## src/hdl/ser_pkg.sv

```systemverilog
package ser_pkg;

   // ****************************************
   // Register offsets (byte addresses)
   // ****************************************
   localparam logic [7:0] SER_OFF_LIM_COND  = 8'h00;
   localparam logic [7:0] SER_OFF_LIM_EVT   = 8'h04;
   localparam logic [7:0] SER_OFF_LIM_PTR   = 8'h08;
   localparam logic [7:0] SER_OFF_LIM_NTR   = 8'h0c;
   localparam logic [7:0] SER_OFF_LIM_ENA   = 8'h10;
   localparam logic [7:0] SER_OFF_QUES_COND = 8'h14;
   localparam logic [7:0] SER_OFF_QUES_EVT  = 8'h18;
   localparam logic [7:0] SER_OFF_QUES_PTR  = 8'h1c;
   localparam logic [7:0] SER_OFF_QUES_NTR  = 8'h20;
   localparam logic [7:0] SER_OFF_QUES_ENA  = 8'h24;
   localparam logic [7:0] SER_OFF_OPER_COND = 8'h28;
   localparam logic [7:0] SER_OFF_STB       = 8'h2c;
   localparam logic [7:0] SER_OFF_SRE       = 8'h30;
   localparam logic [7:0] SER_OFF_ESR       = 8'h34;
   localparam logic [7:0] SER_OFF_CMD       = 8'h38;
   localparam logic [7:0] SER_OFF_IRQ_STAT  = 8'h3c;
   localparam logic [7:0] SER_OFF_IRQ_MASK  = 8'h40;

   // ****************************************
   // Field positions
   // ****************************************
   localparam int SER_QUES_LIM_BIT  = 9;
   localparam int SER_STB_QUES_BIT  = 3;
   localparam int SER_STB_ESB_BIT   = 5;
   localparam int SER_STB_RQS_BIT   = 6;
   localparam int SER_OPER_MEAS_BIT = 4;
   localparam int SER_OPER_WAIT_BIT = 5;
   localparam int SER_OPER_TRIG_BIT = 6;
   localparam int SER_ESR_OPC_BIT   = 0;
   localparam int SER_CMD_OPC_BIT   = 0;
   localparam int SER_CMD_CLS_BIT   = 1;
   localparam int SER_IRQ_SRQ_BIT   = 0;
   localparam int SER_IRQ_OPC_BIT   = 1;

   // ****************************************
   // Reset values
   // ****************************************
   localparam logic [15:0] SER_RST_PTR  = 16'hffff;
   localparam logic [15:0] SER_RST_NTR  = 16'h0000;
   localparam logic [15:0] SER_RST_ENA  = 16'h0000;
   localparam logic [7:0]  SER_RST_SRE  = 8'h00;
   localparam logic [1:0]  SER_RST_IRQ  = 2'h0;

   // ****************************************
   // Acquisition states
   // ****************************************
   typedef enum logic [1:0] {
      SER_ACQ_IDLE = 2'b00,
      SER_ACQ_MEAS = 2'b01,
      SER_ACQ_WAIT = 2'b10,
      SER_ACQ_TRIG = 2'b11
   } ser_acq_t;

endpackage : ser_pkg

```

## src/hdl/ser_top.sv

```systemverilog
`timescale 1ns/1ns
`default_nettype none
// Operation
// - Enabled latched event bit drives the group summary bit high.
// - Group summary feeds the condition input of the next level up.
// - Set negative filter bit latches event on condition one-to-zero.
// - Set positive filter bit latches event on condition zero-to-one.
// - Questionable summary sits at status byte bit 3, weight 8.
// - Status byte bit 6 set whenever a service request is issued.
// - Limit subgroup summary sits at questionable bit 9, value 512.
// - Limit event read returns zeros next time unless new edge.
// - Condition part equals live source states, even after event clear.
// - After clear only new transitions latch; steady sources do not.
// - Operation condition bits 16 measuring, 32 waiting, 64 triggered.
// - Finished single acquisition clears measuring, leaving value 96.
// - Event status register read returns contents then clears all.
// - Operation-complete command sets flag once pending work is done.
// - Every event part clears as a side effect of its read.
// - Reading a condition part leaves it unchanged.
module ser_top #(
   parameter int LIM_W = 16
) (
   input  wire logic             clk,          // 20 MHz clock
   input  wire logic             rst,          // Async reset, high
   input  wire logic             hsel,         // AHB select
   input  wire logic [7:0]       haddr,        // AHB address
   input  wire logic [1:0]       htrans,       // AHB transfer type
   input  wire logic             hwrite,       // AHB write
   input  wire logic [2:0]       hsize,        // AHB size
   input  wire logic [31:0]      hwdata,       // AHB write data
   input  wire logic             hready,       // AHB bus ready
   output logic      [31:0]      hrdata,       // AHB read data
   output logic                  hreadyout,    // AHB slave ready
   output logic                  hresp,        // AHB response
   input  wire logic [LIM_W-1:0] limit_src,    // Limit violation pins
   input  wire logic             acq_start,    // Single acquisition start
   input  wire logic             pretrig_done, // Pretrigger time over
   input  wire logic             trig_seen,    // Trigger occurred
   input  wire logic             acq_done,     // Acquisition finished
   input  wire logic             ops_busy,     // Pending operations
   output logic      [6:0]       oper_cond,    // Operation condition
   output logic                  srq_reg,      // Service request
   output logic                  irq_reg       // Interrupt level
);
   import ser_pkg::*;

   // ****************************************
   // Pin synchronisers (3 stages, agree on 2/3)
   // ****************************************
   localparam int NS = LIM_W + 5;
   logic [NS-1:0] pin_raw;
   logic [NS-1:0] s1_reg;
   logic [NS-1:0] s2_reg;
   logic [NS-1:0] s3_reg;
   logic [NS-1:0] pin_reg;
   logic [NS-1:0] pin_next;
   assign pin_raw  = {ops_busy, acq_done, trig_seen, pretrig_done, acq_start, limit_src};
   assign pin_next = (s2_reg == s3_reg) ? s3_reg : pin_reg;
   // Agreement check keeps the first stage private to the chain
   always_ff @(posedge clk or posedge rst)
   begin
      if (rst)
      begin
         s1_reg  <= '0;
         s2_reg  <= '0;
         s3_reg  <= '0;
         pin_reg <= '0;
      end
      else
      begin
         s1_reg  <= pin_raw;
         s2_reg  <= s1_reg;
         s3_reg  <= s2_reg;
         pin_reg <= pin_next;
      end
   end
   logic [LIM_W-1:0] lim_sync;
   logic             start_s;
   logic             pre_s;
   logic             trig_s;
   logic             done_s;
   logic             busy_s;
   assign lim_sync = pin_reg[LIM_W-1:0];
   assign start_s  = pin_reg[LIM_W];
   assign pre_s    = pin_reg[LIM_W+1];
   assign trig_s   = pin_reg[LIM_W+2];
   assign done_s   = pin_reg[LIM_W+3];
   assign busy_s   = pin_reg[LIM_W+4];

   // ****************************************
   // AHB-Lite slave, zero wait state
   // ****************************************
   logic       ap_valid;
   logic       dp_wr_reg;
   logic       dp_rd_reg;
   logic [7:0] dp_addr_reg;
   assign ap_valid = hsel & htrans[1] & hready;
   always_ff @(posedge clk or posedge rst)
   begin
      if (rst)
      begin
         dp_wr_reg   <= 1'b0;
         dp_rd_reg   <= 1'b0;
         dp_addr_reg <= 8'h00;
      end
      else
      begin
         dp_wr_reg   <= ap_valid & hwrite;
         dp_rd_reg   <= ap_valid & ~hwrite;
         dp_addr_reg <= ap_valid ? haddr : dp_addr_reg;
      end
   end

   function automatic logic hit_w(input logic [7:0] a, input logic [7:0] off);
      hit_w = (a == off);
   endfunction : hit_w

   // Read-clear pulses fire in the address phase so data is taken before clear
   logic rd_ap;
   logic lim_rd;
   logic ques_rd;
   logic esr_rd;
   logic irq_w;
   assign rd_ap   = ap_valid & ~hwrite;
   assign lim_rd  = rd_ap & hit_w(haddr, SER_OFF_LIM_EVT);
   assign ques_rd = rd_ap & hit_w(haddr, SER_OFF_QUES_EVT);
   assign esr_rd  = rd_ap & hit_w(haddr, SER_OFF_ESR);
   assign irq_w   = dp_wr_reg & hit_w(dp_addr_reg, SER_OFF_IRQ_STAT);

   // ****************************************
   // Software writable registers
   // ****************************************
   logic [LIM_W-1:0] lim_ptr_reg;
   logic [LIM_W-1:0] lim_ntr_reg;
   logic [LIM_W-1:0] lim_ena_reg;
   logic [15:0]      ques_ptr_reg;
   logic [15:0]      ques_ntr_reg;
   logic [15:0]      ques_ena_reg;
   logic [7:0]       sre_reg;
   logic [1:0]       irq_mask_reg;
   logic             opc_arm_reg;
   logic             cls_w;
   logic             opc_w;
   assign cls_w = dp_wr_reg & hit_w(dp_addr_reg, SER_OFF_CMD) & hwdata[SER_CMD_CLS_BIT];
   assign opc_w = dp_wr_reg & hit_w(dp_addr_reg, SER_OFF_CMD) & hwdata[SER_CMD_OPC_BIT];
   always_ff @(posedge clk or posedge rst)
   begin
      if (rst)
      begin
         lim_ptr_reg  <= LIM_W'(SER_RST_PTR);
         lim_ntr_reg  <= LIM_W'(SER_RST_NTR);
         lim_ena_reg  <= LIM_W'(SER_RST_ENA);
         ques_ptr_reg <= SER_RST_PTR;
         ques_ntr_reg <= SER_RST_NTR;
         ques_ena_reg <= SER_RST_ENA;
         sre_reg      <= SER_RST_SRE;
         irq_mask_reg <= SER_RST_IRQ;
      end
      else if (dp_wr_reg)
      begin
         if (hit_w(dp_addr_reg, SER_OFF_LIM_PTR))  lim_ptr_reg  <= hwdata[LIM_W-1:0];
         if (hit_w(dp_addr_reg, SER_OFF_LIM_NTR))  lim_ntr_reg  <= hwdata[LIM_W-1:0];
         if (hit_w(dp_addr_reg, SER_OFF_LIM_ENA))  lim_ena_reg  <= hwdata[LIM_W-1:0];
         if (hit_w(dp_addr_reg, SER_OFF_QUES_PTR)) ques_ptr_reg <= hwdata[15:0];
         if (hit_w(dp_addr_reg, SER_OFF_QUES_NTR)) ques_ntr_reg <= hwdata[15:0];
         if (hit_w(dp_addr_reg, SER_OFF_QUES_ENA)) ques_ena_reg <= hwdata[15:0];
         if (hit_w(dp_addr_reg, SER_OFF_SRE))      sre_reg      <= hwdata[7:0];
         if (hit_w(dp_addr_reg, SER_OFF_IRQ_MASK)) irq_mask_reg <= hwdata[1:0];
      end
   end

   // ****************************************
   // Limit group and questionable group
   // ****************************************
   logic [LIM_W-1:0] lim_cond;
   logic [LIM_W-1:0] lim_evt;
   logic             lim_sum;
   logic [15:0]      ques_src;
   logic [15:0]      ques_cond;
   logic [15:0]      ques_evt;
   logic             ques_sum;
   ser_group #(.W(LIM_W)) u_lim (
      .clk     (clk),
      .rst     (rst),
      .cond_in (lim_sync),
      .ptr     (lim_ptr_reg),
      .ntr     (lim_ntr_reg),
      .ena     (lim_ena_reg),
      .rd_clr  (lim_rd),
      .cond_reg(lim_cond),
      .evt_reg (lim_evt),
      .sum_reg (lim_sum)
   );
   // Limit summary becomes questionable condition bit 9
   assign ques_src = 16'(lim_sum) << SER_QUES_LIM_BIT;
   ser_group #(.W(16)) u_ques (
      .clk     (clk),
      .rst     (rst),
      .cond_in (ques_src),
      .ptr     (ques_ptr_reg),
      .ntr     (ques_ntr_reg),
      .ena     (ques_ena_reg),
      .rd_clr  (ques_rd),
      .cond_reg(ques_cond),
      .evt_reg (ques_evt),
      .sum_reg (ques_sum)
   );

   // ****************************************
   // Acquisition state and operation condition
   // ****************************************
   ser_acq_t   acq_reg;
   ser_acq_t   acq_next;
   logic       meas_reg;
   logic       meas_next;
   logic [6:0] oper_next;
   always_comb
   begin
      acq_next  = acq_reg;
      meas_next = meas_reg;
      case (acq_reg)
         SER_ACQ_IDLE: if (start_s) begin acq_next = SER_ACQ_MEAS; meas_next = 1'b1; end
         SER_ACQ_MEAS: if (pre_s) acq_next = SER_ACQ_WAIT;
         SER_ACQ_WAIT: if (trig_s) acq_next = SER_ACQ_TRIG;
         SER_ACQ_TRIG: if (done_s) begin acq_next = SER_ACQ_IDLE; meas_next = 1'b0; end
         default:      acq_next = SER_ACQ_IDLE;
      endcase
   end
   // Wait and triggered stay set after the run ends, so 96 remains visible
   always_comb
   begin
      oper_next = oper_cond;
      oper_next[SER_OPER_MEAS_BIT] = meas_next;
      if (acq_next == SER_ACQ_WAIT) oper_next[SER_OPER_WAIT_BIT] = 1'b1;
      if (acq_next == SER_ACQ_TRIG) oper_next[SER_OPER_TRIG_BIT] = 1'b1;
      if (acq_reg == SER_ACQ_IDLE && start_s)
      begin
         oper_next[SER_OPER_WAIT_BIT] = 1'b0;
         oper_next[SER_OPER_TRIG_BIT] = 1'b0;
      end
   end
   always_ff @(posedge clk or posedge rst)
   begin
      if (rst)
      begin
         acq_reg   <= SER_ACQ_IDLE;
         meas_reg  <= 1'b0;
         oper_cond <= 7'h00;
      end
      else
      begin
         acq_reg   <= acq_next;
         meas_reg  <= meas_next;
         oper_cond <= oper_next;
      end
   end

   // ****************************************
   // Event status register, status byte, IRQ
   // ****************************************
   logic [7:0] esr_reg;
   logic [7:0] esr_next;
   logic       opc_done;
   logic [7:0] stb_base;
   logic       srq_next;
   logic [1:0] irq_stat_reg;
   logic [1:0] irq_ev;
   logic [1:0] irq_next;
   // Completion waits for busy to drop; set beats the read clear
   assign opc_done = opc_arm_reg & ~busy_s;
   assign esr_next = (esr_rd | cls_w ? 8'h00 : esr_reg)
                   | (8'(opc_done) << SER_ESR_OPC_BIT);
   assign stb_base = (8'(ques_sum) << SER_STB_QUES_BIT)
                   | (8'(|esr_reg) << SER_STB_ESB_BIT);
   assign srq_next = |(stb_base & sre_reg);
   assign irq_ev   = {opc_done, srq_next & ~srq_reg};
   assign irq_next = (irq_stat_reg & ~(irq_w ? hwdata[1:0] : 2'h0)) | irq_ev;
   always_ff @(posedge clk or posedge rst)
   begin
      if (rst)
      begin
         esr_reg      <= 8'h00;
         opc_arm_reg  <= 1'b0;
         srq_reg      <= 1'b0;
         irq_stat_reg <= 2'h0;
         irq_reg      <= 1'b0;
      end
      else
      begin
         esr_reg      <= esr_next;
         opc_arm_reg  <= opc_w | (opc_arm_reg & busy_s);
         srq_reg      <= srq_next;
         irq_stat_reg <= irq_next;
         irq_reg      <= |(irq_next & irq_mask_reg);
      end
   end

   // ****************************************
   // Read mux (address phase)
   // ****************************************
   logic [31:0] rd_mux;
   logic [7:0]  stb_val;
   assign stb_val = stb_base | (8'(srq_reg) << SER_STB_RQS_BIT);
   always_comb
   begin
      case (haddr)
         SER_OFF_LIM_COND:  rd_mux = 32'(lim_cond);
         SER_OFF_LIM_EVT:   rd_mux = 32'(lim_evt);
         SER_OFF_LIM_PTR:   rd_mux = 32'(lim_ptr_reg);
         SER_OFF_LIM_NTR:   rd_mux = 32'(lim_ntr_reg);
         SER_OFF_LIM_ENA:   rd_mux = 32'(lim_ena_reg);
         SER_OFF_QUES_COND: rd_mux = 32'(ques_cond);
         SER_OFF_QUES_EVT:  rd_mux = 32'(ques_evt);
         SER_OFF_QUES_PTR:  rd_mux = 32'(ques_ptr_reg);
         SER_OFF_QUES_NTR:  rd_mux = 32'(ques_ntr_reg);
         SER_OFF_QUES_ENA:  rd_mux = 32'(ques_ena_reg);
         SER_OFF_OPER_COND: rd_mux = 32'(oper_cond);
         SER_OFF_STB:       rd_mux = 32'(stb_val);
         SER_OFF_SRE:       rd_mux = 32'(sre_reg);
         SER_OFF_ESR:       rd_mux = 32'(esr_reg);
         SER_OFF_IRQ_STAT:  rd_mux = 32'(irq_stat_reg);
         SER_OFF_IRQ_MASK:  rd_mux = 32'(irq_mask_reg);
         default:           rd_mux = 32'h0000_0000;
      endcase
   end
   // Read data is captured at the address-phase edge, the same edge that
   // fires the read-clear, so the value returned is the one before clearing.
   // Limitation: a write still in its data phase lands one edge too late for
   // a read whose address phase overlaps it.
   logic [31:0] rd_hold_reg;
   always_ff @(posedge clk or posedge rst)
   begin
      if (rst)
         rd_hold_reg <= 32'h0000_0000;
      else if (rd_ap)
         rd_hold_reg <= rd_mux;
   end
   assign hrdata    = rd_hold_reg;
   assign hreadyout = 1'b1;
   assign hresp     = 1'b0;

   a_ques_stb: assert property (@(posedge clk) disable iff (rst)
      stb_val[SER_STB_QUES_BIT] == ques_sum) else $error("stb bit3");
   a_rqs_stb: assert property (@(posedge clk) disable iff (rst)
      srq_reg |-> stb_val[SER_STB_RQS_BIT]) else $error("stb bit6");
   a_lim_to_ques: assert property (@(posedge clk) disable iff (rst)
      $rose(lim_sum) |=> ques_cond[SER_QUES_LIM_BIT]) else $error("bit9");
   a_esr_clear: assert property (@(posedge clk) disable iff (rst)
      esr_rd && !opc_done |=> esr_reg == 8'h00) else $error("esr kept");
   a_opc_flag: assert property (@(posedge clk) disable iff (rst)
      opc_done |=> esr_reg[SER_ESR_OPC_BIT]) else $error("opc lost");
   a_done_96: assert property (@(posedge clk) disable iff (rst)
      acq_reg == SER_ACQ_TRIG && done_s |=> oper_cond == 7'h60) else $error("not 96");
   c_srq: cover property (@(posedge clk) disable iff (rst) $rose(srq_reg));
   c_opc: cover property (@(posedge clk) disable iff (rst) opc_done);
   c_acq: cover property (@(posedge clk) disable iff (rst) oper_cond == 7'h70);

endmodule : ser_top
`default_nettype wire

```

## src/hdl/ser_group.sv

```systemverilog
`timescale 1ns/1ns
`default_nettype none
// One condition / transition filter / event / enable register group
module ser_group #(
   parameter int W = 16
) (
   input  wire logic         clk,        // System clock
   input  wire logic         rst,        // Async reset, high
   input  wire logic [W-1:0] cond_in,    // Live source states
   input  wire logic [W-1:0] ptr,        // Rising edge filter
   input  wire logic [W-1:0] ntr,        // Falling edge filter
   input  wire logic [W-1:0] ena,        // Summary enable
   input  wire logic         rd_clr,     // Event read strobe
   output logic      [W-1:0] cond_reg,   // Condition part
   output logic      [W-1:0] evt_reg,    // Event part
   output logic              sum_reg     // Summary bit
);
   import ser_pkg::*;

   // ****************************************
   // Edge detection and latching
   // ****************************************
   logic [W-1:0] hit;
   logic [W-1:0] evt_next;
   // Previous condition is the register itself, so no extra stage
   assign hit = (ptr & cond_in & ~cond_reg)
              | (ntr & ~cond_in & cond_reg);
   // New edge beats read-clear; steady sources never re-latch
   assign evt_next = (rd_clr ? '0 : evt_reg) | hit;

   // Condition mirrors sources, unaffected by reads
   always_ff @(posedge clk or posedge rst)
   begin
      if (rst)
      begin
         cond_reg <= '0;
         evt_reg  <= '0;
         sum_reg  <= 1'b0;
      end
      else
      begin
         cond_reg <= cond_in;
         evt_reg  <= evt_next;
         sum_reg  <= |(evt_next & ena);
      end
   end

   a_sum_follows: assert property (@(posedge clk) disable iff (rst)
      |(evt_next & ena) |=> sum_reg) else $error("summary mismatch");
   a_rise_latch: assert property (@(posedge clk) disable iff (rst)
      |(ptr & cond_in & ~cond_reg) |=> |evt_reg) else $error("rise lost");
   a_fall_latch: assert property (@(posedge clk) disable iff (rst)
      |(ntr & ~cond_in & cond_reg) |=> |evt_reg) else $error("fall lost");
   a_cond_mirror: assert property (@(posedge clk) disable iff (rst)
      cond_reg == $past(cond_in)) else $error("cond stale");
   a_read_clear: assert property (@(posedge clk) disable iff (rst)
      rd_clr && hit == '0 |=> evt_reg == '0) else $error("no clear");
   a_steady_quiet: assert property (@(posedge clk) disable iff (rst)
      rd_clr && cond_in == cond_reg |=> evt_reg == '0) else $error("relatch");
   a_set_wins: assert property (@(posedge clk) disable iff (rst)
      rd_clr && |hit |=> |evt_reg) else $error("edge lost");

endmodule : ser_group
`default_nettype wire

```

## config.mk

```make
export PLATFORM = sky130hd
export DESIGN_NAME = ser_top
export DESIGN_NICKNAME = d
export VERILOG_FILES = /design/src/hdl/ser_pkg.sv /design/src/hdl/ser_top.sv /design/src/hdl/ser_group.sv
export SDC_FILE = /design/constraint.sdc
export NUM_CORES = 1
export LEC_CHECK = 0
export BUFFER_PORTS_ARGS = -buffer_cell sky130_fd_sc_hd__clkbuf_2
export CAP_MARGIN = 0
export CELL_PAD_IN_SITES_DETAIL_PLACEMENT = 1
export CELL_PAD_IN_SITES_GLOBAL_PLACEMENT = 1
export CORE_MARGIN = 2
export CORE_UTILIZATION = 25
export CTS_CLUSTER_SIZE = 10
export DETAILED_ROUTE_END_ITERATION = 6
export PLACE_DENSITY_LB_ADDON = 0.1
export SKIP_LAST_GASP = 1
export SLEW_MARGIN = 25
export SYNTH_ARGS = -nofsm -noshare
export SYNTH_HDL_FRONTEND = slang
export SYNTH_SLANG_ARGS = --single-unit
```

## constraint.sdc

```tcl
create_clock -name clk -period 15.8 [get_ports clk]
set_input_delay 0.79 -clock clk [delete_from_list [all_inputs] [get_ports clk]]
set_output_delay 0.79 -clock clk [all_outputs]
set_load 0.05 [all_outputs]
```

==> results by group, run 1 <==
Status
  • Run status: complete, no violations

Timing
  • FMAX: between 200 and 300 MHz
  • Final Hold Fails: 0
  • Worst Max-Slew Pin Slew: approximately 0.91 ns
  • Clock skew: 0.0190 ns
  • Tcrit/Tclk final: 22.0%
  • Unrepaired setup endpoints after global routing: false
  • Final setup TNS: 0 ns
  • Slew headroom: 39.2%
  • Fin. max-slew vios: 0
  • Hold slack: roughly 0.34 ns
  • Finish-stage setup viols: 0
  • Minimum clock period: between 3 and 4 ns

Worst setup path
  • CP endpoint kind: register
  • Slowest-stage cell, CP: a221o_1
  • Worst Setup SP: haddr[4]
  • Critical Path RT: ~16 ns
  • Worst setup SP type: input pin
  • Worst reg-to-reg path cell count: 4
  • CP Cell Sequence: clkbuf_2, nor4_4, buf_4, nand3b_2, a221o_1, a22o_1, a2111oi_2, nand4_1
  • Slowest stage delay, CP: 0.56 ns
  • R2r setup slk: between 10 and 15 ns
  • Critical path fanouts, max: 22
  • Worst Path Arrival: between 3 and 4 ns
  • Worst r2r src: dp_addr_reg[7]$_DFFE_PP0N_
  • Critical path type: input pin to register
  • Worst r2r dst: lim_ena_reg[9]$_DFFE_PP0P_

Yosys
  • Ys flop type: dfrtp_1
  • Most frequent cell after synthesis: dfrtp_1
  • Syn Inst Count: just under 900
  • Number of enable flip-flop cells after synthesis: 0
  • Count of different cell masters after synthesis: 57
  • Ys Warns: 0
  • Post-synthesis simple-gate area fraction: about a tenth
  • Xor/xnor cell area share of the yosys netlist: 1.58%
  • Synth top area cells: dfrtp_1, mux2_2, dfstp_2
  • Asr flop ratio synth: between 90% and 100%
  • Synth Area per Inst: 13.1 um^2
  • Top cell type by total area after synthesis: dfrtp_1
  • #FFs+latches synth: between 200 and 300
  • Synthesized-area fraction occupied by adder cells: 0%
  • Mux contribution to synthesized area: approximately 16%
  • Mapped cell area: 0.0116 mm^2
  • Yosys top cell area share: a little over half
  • Leading cell types by count after synthesis: dfrtp_1, mux2_2, nand2_1
  • Synth Area in Compound Gates: 9.56%
  • Sequential area share after synthesis: 59.9%
  • Main combinational cell family by area after synthesis: multiplexers

Hold path
  • Worst Hold Path EP: s2_reg[19]$_DFF_PP0_
  • Hold Startpoint: s1_reg[19]$_DFF_PP0_
  • Worst hold path type: register to register
  • Hold depth: 0

Global route
  • Vias in the first global route: 8092
  • First-pass GRT wire length: 57900 um
  • Largest net degree at the start of global routing: 99
  • Antenna violations before repair: 0
  • GRT overflow: 0
  • GRT Util Overall: between 15 and 20%

Die
  • Die area: ~0.048 mm^2
  • Die H: between 200 and 250 um
  • Initial Util: between 20% and 30%
  • IO Pins: around 110
  • Die X: about 220 um
  • # rows: between 70 and 80
  • Total core area: approximately 0.046 mm^2

Pwr
  • Power Internal: roughly 1300 uW
  • Worst vdd ir: about 0.000059 V
  • Switching power: 422 uW
  • Clock power frac: a little under half
  • Logic gate share of total power: under 10%
  • Leakage: roughly 0.006 uW
  • Switching Share: between 20% and 30%
  • Tot Pwr: about 1700 uW
  • Sequential power share: a little under half
  • Pwr dens: roughly 120 mW/mm^2

Route
  • Per-cell routed wire length: about 24 um
  • Residual DRC: 0
  • DR pass1 iterations: 4
  • Initial DRC Count: 412
  • ANT nets after route: 0
  • Final WL: 39100 um
  • Vias: about 7600
  • Avg Vias per Cell: between 4 and 5

Clocking
  • Cts repair resizes: 0
  • Post-CTS Setup Bufs: 0
  • Htree depth: 2
  • Hold buffer count at CTS: 0
  • CTS Buffer Depth: 3
  • TritonCTS Sinks: approximately 280
  • Total CTS buffers: 37
  • Reg clk slew, reported paths: 0.06 ns
  • CTS tree: built
  • Root buf cell: clkbuf_16
  • Worst-Skew Late Latency: 0.55 ns

Final layout
  • Fraction of layout cells with a size suffix above 1: between 30% and 40%
  • Post-Layout Cell Count: about 1600
  • Syn-to-layout area delta: 18.7%
  • Final Util: about 30%
  • Nets: around 1000
  • Diode count: 0
  • Fill count: 4962

Flow run
  • Max-cap viol count: 0

Placed design
  • Half-perimeter wire length after placement: 26000 um
  • PortBufs: 71
  • Inst Count DP: roughly 1500
  • RD Place Congestion: approximately 0.73
[worst max path at each step]
| stage | endpoint | slack (ns) | depth (start not counted) |
|---|---|---|---|
| floorplan | acq_reg[0]$_DFF_PP0_ | 7.43 | 1 |
| global placement | u_lim.sum_reg$_DFF_PP0_ | 11.73 | 8 |
| detailed placement | u_lim.sum_reg$_DFF_PP0_ | 11.74 | 8 |
| CTS | u_lim.sum_reg$_DFF_PP0_ | 12.31 | 8 |
| global route | u_lim.sum_reg$_DFF_PP0_ | 12.13 | 8 |
| finish | u_lim.sum_reg$_DFF_PP0_ | 12.32 | 8 |
[layout by cell type (no fill, tap or decap), drive strengths merged, types with 14 or more instances in the layout]
cell type / synthesis / routed
a22oi: 36 / 36
conb: 2 / 22
nand3: 19 / 19
dfstp: 32 / 32
and2: 22 / 22
mux2i: 18 / 18
buf: 35 / 19
mux2: 142 / 142
a21oi: 17 / 17
nand2: 49 / 49
nand3b: 25 / 25
xnor2: 17 / 17
dfrtp: 245 / 245
a22o: 14 / 14
clkbuf: 27 / 129
o21ai: 29 / 29
nor2: 32 / 32
[layer usage]
layer,wire length [um],GRT usage (%),vias to the layer above
met1,19000,23.4,4007
met5,0,0,-
met4,1150,5.91,0
met2,17700,26.0,131
met3,1290,2.65,61
li1,-,-,3419
[stage by stage]
stage	worst slack, ns	instance area [um^2]
after detailed placement	11.74	12700
after floorplan	7.43	11700
final	12.32	13800
after CTS	12.31	13800
after global placement	11.73	12700
after global routing	12.13	13800
[cell type report]
class                   instances  area [um^2]  area share, %
clock buffers                  58         1080           7.85
clock inverters                 7         46.3          0.335
inverters                       8         37.5          0.272
multi-input cells             562         4420           32.0
flip-flops and latches        277         6970           50.5
well taps                     607          759           5.50
repair buffers                 90          498           3.60
[power groups by stage]
stage          Combinational (uW)  Clock [uW]  Sequential, uW
2_1_floorplan                78.2           0             776
3_3_place_gp                  113           0             786
3_5_place_dp                  114           0             786
4_1_cts                       114         826             774
5_1_grt                       121         857             779
6_report                      110         794             774
[worst max-delay path, delay by kind of cell]
family	cells	cell delay (ns)
AO/OA/AOI/OAI	3	1.28
buffers and inverters	2	0.72
AND/OR/NAND/NOR	3	1.05
[cells by family (layout without fill, tap and decap cells)]
logic type,after synthesis,count (layout)
and+or+nand+nor,196,196
DFF,277,277
AOI/OAI and AO/OA,157,157
xor gates and xnor gates,21,21
muxes,166,166
other,2,22
buffers and inverters,70,163
Note: power is estimated with default switching activity, not from simulation.
==> run 2, diff against run 1 <==
==> constraint.sdc (replaced) <==
create_clock -name clk -period 3.1 [get_ports clk]
set_input_delay 0.155 -clock clk [delete_from_list [all_inputs] [get_ports clk]]
set_output_delay 0.155 -clock clk [all_outputs]
set_load 0.05 [all_outputs]
==> results by group, run 2 (synthesized netlist as in run 1, its figures left out) <==
Timing
  • Tcrit/Tclk final: 83.7%
  • Finish-stage setup viols: 0
  • Slew headroom: approximately three fifths
  • Final Hold Fails: 0
  • Minimum clock period: about 2.6 ns
  • Hold slack: roughly 0.024 ns
  • Fin. max-slew vios: 0
  • FMAX: just under 400 MHz
  • Final setup TNS: 0 ns
  • Unrepaired setup endpoints after global routing: false
  • Clock skew: about 0.018 ns
  • Worst Max-Slew Pin Slew: a little over 0.6 ns

Worst setup path
  • Worst r2r src: s3_reg[0]$_DFF_PP0_
  • Bufs and invs on worst path: 2
  • Worst Path Arrival: 3.01 ns
  • Critical path type: input pin to register
  • Slowest stage delay, CP: about 0.55 ns
  • R2r setup slk: around 0.9 ns
  • Critical path fanouts, max: 9
  • Delay-heaviest family, CP: compound AO/OA/AOI/OAI gates
  • Worst reg-to-reg path cell count: 6
  • Critical Path RT: 3.51 ns
  • Slowest-stage cell, CP: nand3b_2
  • CP Cell Sequence: dlygate4sd3_1, clkbuf_2, nand4b_1, nand3b_2, a221o_1, a22o_1, a2111oi_2, nand4_1
  • Worst r2r dst: pin_reg[0]$_DFFE_PP0N_
  • CP endpoint kind: register
  • Worst setup SP type: input pin

Hold path
  • Hold Startpoint: hwdata[0]
  • Worst hold path type: input pin to register
  • Hold depth: 3
  • Worst Hold Path EP: irq_mask_reg[0]$_DFFE_PP0P_

Placed design
  • PortBufs: 71
  • Half-perimeter wire length after placement: between 20000 and 30000 um
  • RD Place Congestion: 0.729

Final layout
  • Syn-to-layout area delta: 23.4%
  • Nets: 1106
  • Fill count: 4961
  • Fraction of layout cells with a size suffix above 1: 33.1%
  • Final Util: between 30% and 40%
  • Commonest non-fill, non-tap cell in the layout: dfrtp_1
  • Most frequent cells in the layout: dfrtp_1, mux2_2, clkbuf_2, nand2_1

Clocking
  • Reg clk slew, reported paths: 0.06 ns
  • Root buf cell: clkbuf_16
  • Total CTS buffers: 36
  • CTS Buffer Depth: 3
  • Worst-Skew Late Latency: about 0.55 ns
  • Htree depth: 2
  • CTS tree: built
  • TritonCTS Sinks: between 200 and 300

Die
  • IO Pins: 114
  • Die H: 220 um
  • Die X: 220 um
  • Die area: just under 0.05 mm^2
  • # rows: 79
  • Initial Util: between 20% and 30%
  • Total core area: 0.0463 mm^2

Route
  • Vias: approximately 7900
  • DR pass1 iterations: 5
  • Final WL: 39000 um
  • Residual DRC: 0
  • ANT nets after route: 0
  • Avg Vias per Cell: approximately 4.7
  • Per-cell routed wire length: 23.4 um
  • Initial DRC Count: 443

Pwr
  • Pwr dens: about 600 mW/mm^2
  • Tot Pwr: 8580 uW
  • Worst vdd ir: approximately 0.00036 V
  • Leakage: approximately 0.0063 uW

Status
  • Run status: complete, no violations

Global route
  • Largest net degree at the start of global routing: 101
  • First-pass GRT wire length: approximately 57000 um
  • Antenna violations before repair: 1
  • GRT Util Overall: ~16%
  • Vias in the first global route: 8280
  • GRT overflow: 0

Flow run
  • Max-cap viol count: 0
==> run 2: cell count changes in the layout (fill, tap and decap cells not counted), moves of 2 or more <==
cell           change
buf_4             +19
clkinvlp_4         +2
buf_12             +3
clkinv_2           -2
dlygate4sd3_1     +38
nand3_1            +2
nand3_2            -2
==> run 2: worst reg2reg max path, cell delays in order, from the launching register on <==
cell and delay [ns]:
dfrtp_1 0.39, xnor2_1 0.37, nand4_1 0.20, nor4_1 0.33
nand4_1 0.23, buf_4 0.30, mux2_2 0.30
==> run 2: per-stage QoR <==
step	worst slack [ns]	std cells	area [um^2]
2_1_floorplan	-0.694	909	11700
3_3_place_gp	0.451	1566	12900
3_5_place_dp	0.433	1566	12900
4_1_cts	0.532	1667	14400
5_1_grt	0.432	1667	14400
6_report	0.504	1668	14400
==> run 2: report_power, final <==
part           leakage [uW]  internal [uW]  switching (uW)
sequential          0.00340           3810             147
combinational       0.00235            247             365
clock              0.000544           2400            1610
==> run 2: repair_timing <==
| item | in CTS | in global routing |
|---|---|---|
| hold buffers | 38 | 0 |
| buffers inserted | 0 | 0 |
| gates resized for setup | 0 | 0 |
| hold endpoints to repair | 349 | 0 |
| endpoints found under the setup margin | 0 | 0 |
==> run 2: worst max-delay path by stage <==
stage,from,end,depth (start not counted)
finish,hwrite,u_lim.sum_reg$_DFF_PP0_,8
global route,hwrite,u_lim.sum_reg$_DFF_PP0_,8
CTS,hwrite,u_lim.sum_reg$_DFF_PP0_,8
detailed placement,haddr[5],u_lim.sum_reg$_DFF_PP0_,7
global placement,haddr[5],u_lim.sum_reg$_DFF_PP0_,7
floorplan,rst,acq_reg[0]$_DFF_PP0_,1
==> run 2: metal layers <==
metal	global-route usage, %	vias to the layer above	routed length (um)
met5	0	-	0
met4	4.54	0	815
met3	2.94	45	1410
met2	26.1	149	18000
met1	23.0	4138	18800
li1	-	3524	-
==> run 2: cell type report <==
cell class                 instances  area (um^2)  share of cell area, %
timing repair buffer             150         1080                   7.53
tap                              607          759                   5.29
clock buffer                      57         1050                   7.31
antenna                            1         2.50                 0.0174
multi-input combinational        562         4390                   30.6
sequential                       277         6970                   48.5
inverter                           8         33.8                  0.235
clock inverter                     6         72.6                  0.505
==> run 3, diff against run 2 <==
==> constraint.sdc (replaced) <==
create_clock -name clk -period 2.45 [get_ports clk]
set_input_delay 0.1225 -clock clk [delete_from_list [all_inputs] [get_ports clk]]
set_output_delay 0.1225 -clock clk [all_outputs]
set_load 0.05 [all_outputs]
==> results by group, run 3 (synthesized netlist as in run 1, its figures left out) <==
Global route
  • Antenna violations before repair: 2
  • Vias in the first global route: 8543
  • Largest net degree at the start of global routing: between 90 and 100
  • GRT Util Overall: 16.9%
  • GRT overflow: 0
  • First-pass GRT wire length: approximately 59000 um

Timing
  • Slew headroom: 52.8%
  • Worst Max-Slew Pin Slew: between 0.7 and 0.8 ns
  • FMAX: approximately 440 MHz
  • Unrepaired setup endpoints after global routing: false
  • Hold slack: 0.0396 ns
  • Tcrit/Tclk final: about 93%
  • Finish-stage setup viols: 0
  • Clock skew: 0.0182 ns
  • Fin worst setup slack: roughly 0.17 ns
  • Final Hold Fails: 0
  • Fin. max-slew vios: 0
  • Minimum clock period: between 2 and 2.5 ns
  • Final setup TNS: 0 ns

Route
  • Per-cell routed wire length: approximately 23 um
  • Residual DRC: 0
  • Initial DRC Count: 451
  • Vias: approximately 8000
  • Met1 WL: ~19000 um
  • Final WL: approximately 39000 um
  • Avg Vias per Cell: roughly 4.7
  • Metal2 WL: 17700 um
  • WL met3: around 1500 um
  • ANT nets after route: 0
  • DR pass1 iterations: 6
  • Max Used Layer: met4

Worst setup path
  • R2r setup slk: between 0.3 and 0.4 ns
  • Critical path fanouts, max: 8
  • Worst reg-to-reg path cell count: 7
  • Worst r2r dst: pin_reg[16]$_DFFE_PP0N_
  • CP endpoint kind: register
  • Worst setup SP type: input pin
  • Worst Path Arrival: approximately 2.7 ns
  • Critical path type: input pin to register
  • Worst Setup SP: haddr[4]
  • CP Capture Point: hrdata[7]$_DFFE_PP0P_
  • Worst r2r src: s3_reg[0]$_DFF_PP0_
  • Critical Path RT: 2.88 ns

Final layout
  • Fill count: around 5000
  • Syn-to-layout area delta: 26.2%
  • Final Util: a little under a third
  • Nets: ~1100
  • Fraction of layout cells with a size suffix above 1: between 30% and 40%
  • Most frequent cells in the layout: dfrtp_1, mux2_2, clkbuf_2, buf_4, nand2_1
  • Final instance area: 0.0147 mm^2
  • Commonest non-fill, non-tap cell in the layout: dfrtp_1

Die
  • # rows: 79
  • Initial Util: roughly a quarter
  • Total core area: 0.0463 mm^2
  • IO Pins: 114
  • Die H: 220 um
  • Die area: just under 0.05 mm^2
  • Die X: between 200 and 250 um

Hold path
  • Worst hold path type: input pin to register

Placed design
  • Instance area at placement: approximately 0.013 mm^2
  • Pre-CTS WS: between 0.07 and 0.08 ns
  • PortBufs: 71
  • Half-perimeter wire length after placement: 27300 um
  • RD Place Congestion: around 0.76

Pwr
  • Leakage: approximately 0.0065 uW
  • Switching power: roughly 2700 uW
  • Pwr dens: about 740 mW/mm^2
  • Power Internal: between 8000 and 9000 uW
  • Logic gate share of total power: between 7 and 8%
  • Clock power frac: roughly 47%
  • Switching Share: 24.8%
  • Worst vdd ir: 0.000353 V
  • Sequential power share: between 40% and 50%

Clocking
  • Total CTS buffers: 36
  • Reg clk slew, reported paths: roughly 0.060 ns
  • TritonCTS Sinks: 277
  • CTS tree: built
  • Root buf cell: clkbuf_16
  • Htree depth: 2
  • Worst-Skew Late Latency: about 0.55 ns
  • CTS Buffer Depth: 3

Status
  • Run status: complete, no violations

Flow run
  • Max-cap viol count: 0
==> run 3: worst min path at each step <==
stage | endpoint | slack [ns] | startpoint | cells after the start
floorplan | s1_reg[0]$_DFF_PP0_ | 0.15 | limit_src[0] | 0
global placement | s1_reg[0]$_DFF_PP0_ | 0.09 | rst | 2
detailed placement | s1_reg[0]$_DFF_PP0_ | 0.1 | rst | 2
CTS | dp_addr_reg[0]$_DFFE_PP0N_ | 0.003 | haddr[0] | 3
global route | dp_addr_reg[0]$_DFFE_PP0N_ | 0.05 | haddr[0] | 3
finish | dp_addr_reg[0]$_DFFE_PP0N_ | 0.04 | haddr[0] | 3
==> run 3: metal layers <==
| metal | up-vias | global-route usage [%] |
|---|---|---|
| li1 | 3582 | - |
| met1 | 4163 | 23.6 |
| met2 | 158 | 26.3 |
| met3 | 69 | 2.73 |
| met4 | 0 | 6.31 |
| met5 | - | 0 |
==> run 3: stage by stage <==
stage               total power [uW]  cells
floorplan                       5510    909
global placement                5860   1589
detailed placement              5860   1589
CTS                            11100   1695
global route                   11400   1698
finish                         10900   1698
==> run 3: power groups by stage <==
stage               Sequential (uW)  Clock [uW]  Combinational [uW]
finish                         5000        5100                 811
global route                   5030        5470                 891
CTS                            5010        5280                 831
detailed placement             5090           0                 778
global placement               5080           0                 773
floorplan                      5010           0                 505
==> run 3: worst max-delay path, stage by stage <==
cell and delay (ns):
dlygate4sd3_1 0.54, clkbuf_2 0.14, buf_4 0.16, nor2b_2 0.20, and2_0 0.19, buf_4 0.18, nand2_1 0.33, o22ai_1 0.12
a2111oi_0 0.43, buf_4 0.22, o21ai_0 0.07
==> run 3: final cells by class <==
class | instances | area [um^2] | area share, %
flip-flops and latches | 277 | 6970 | 47.5
well taps | 607 | 759 | 5.17
clock inverters | 4 | 35.0 | 0.239
inverters | 8 | 33.8 | 0.230
multi-input cells | 562 | 4400 | 29.9
diodes | 1 | 2.50 | 0.0170
clock buffers | 61 | 1100 | 7.47
repair buffers | 178 | 1390 | 9.44
==> run 3: timing repair <==
item,CTS,global route
endpoints found under the setup margin,0,2
resized for setup,0,1
hold buffers,41,0
endpoints found under the hold margin,298,0
buffers inserted,0,2
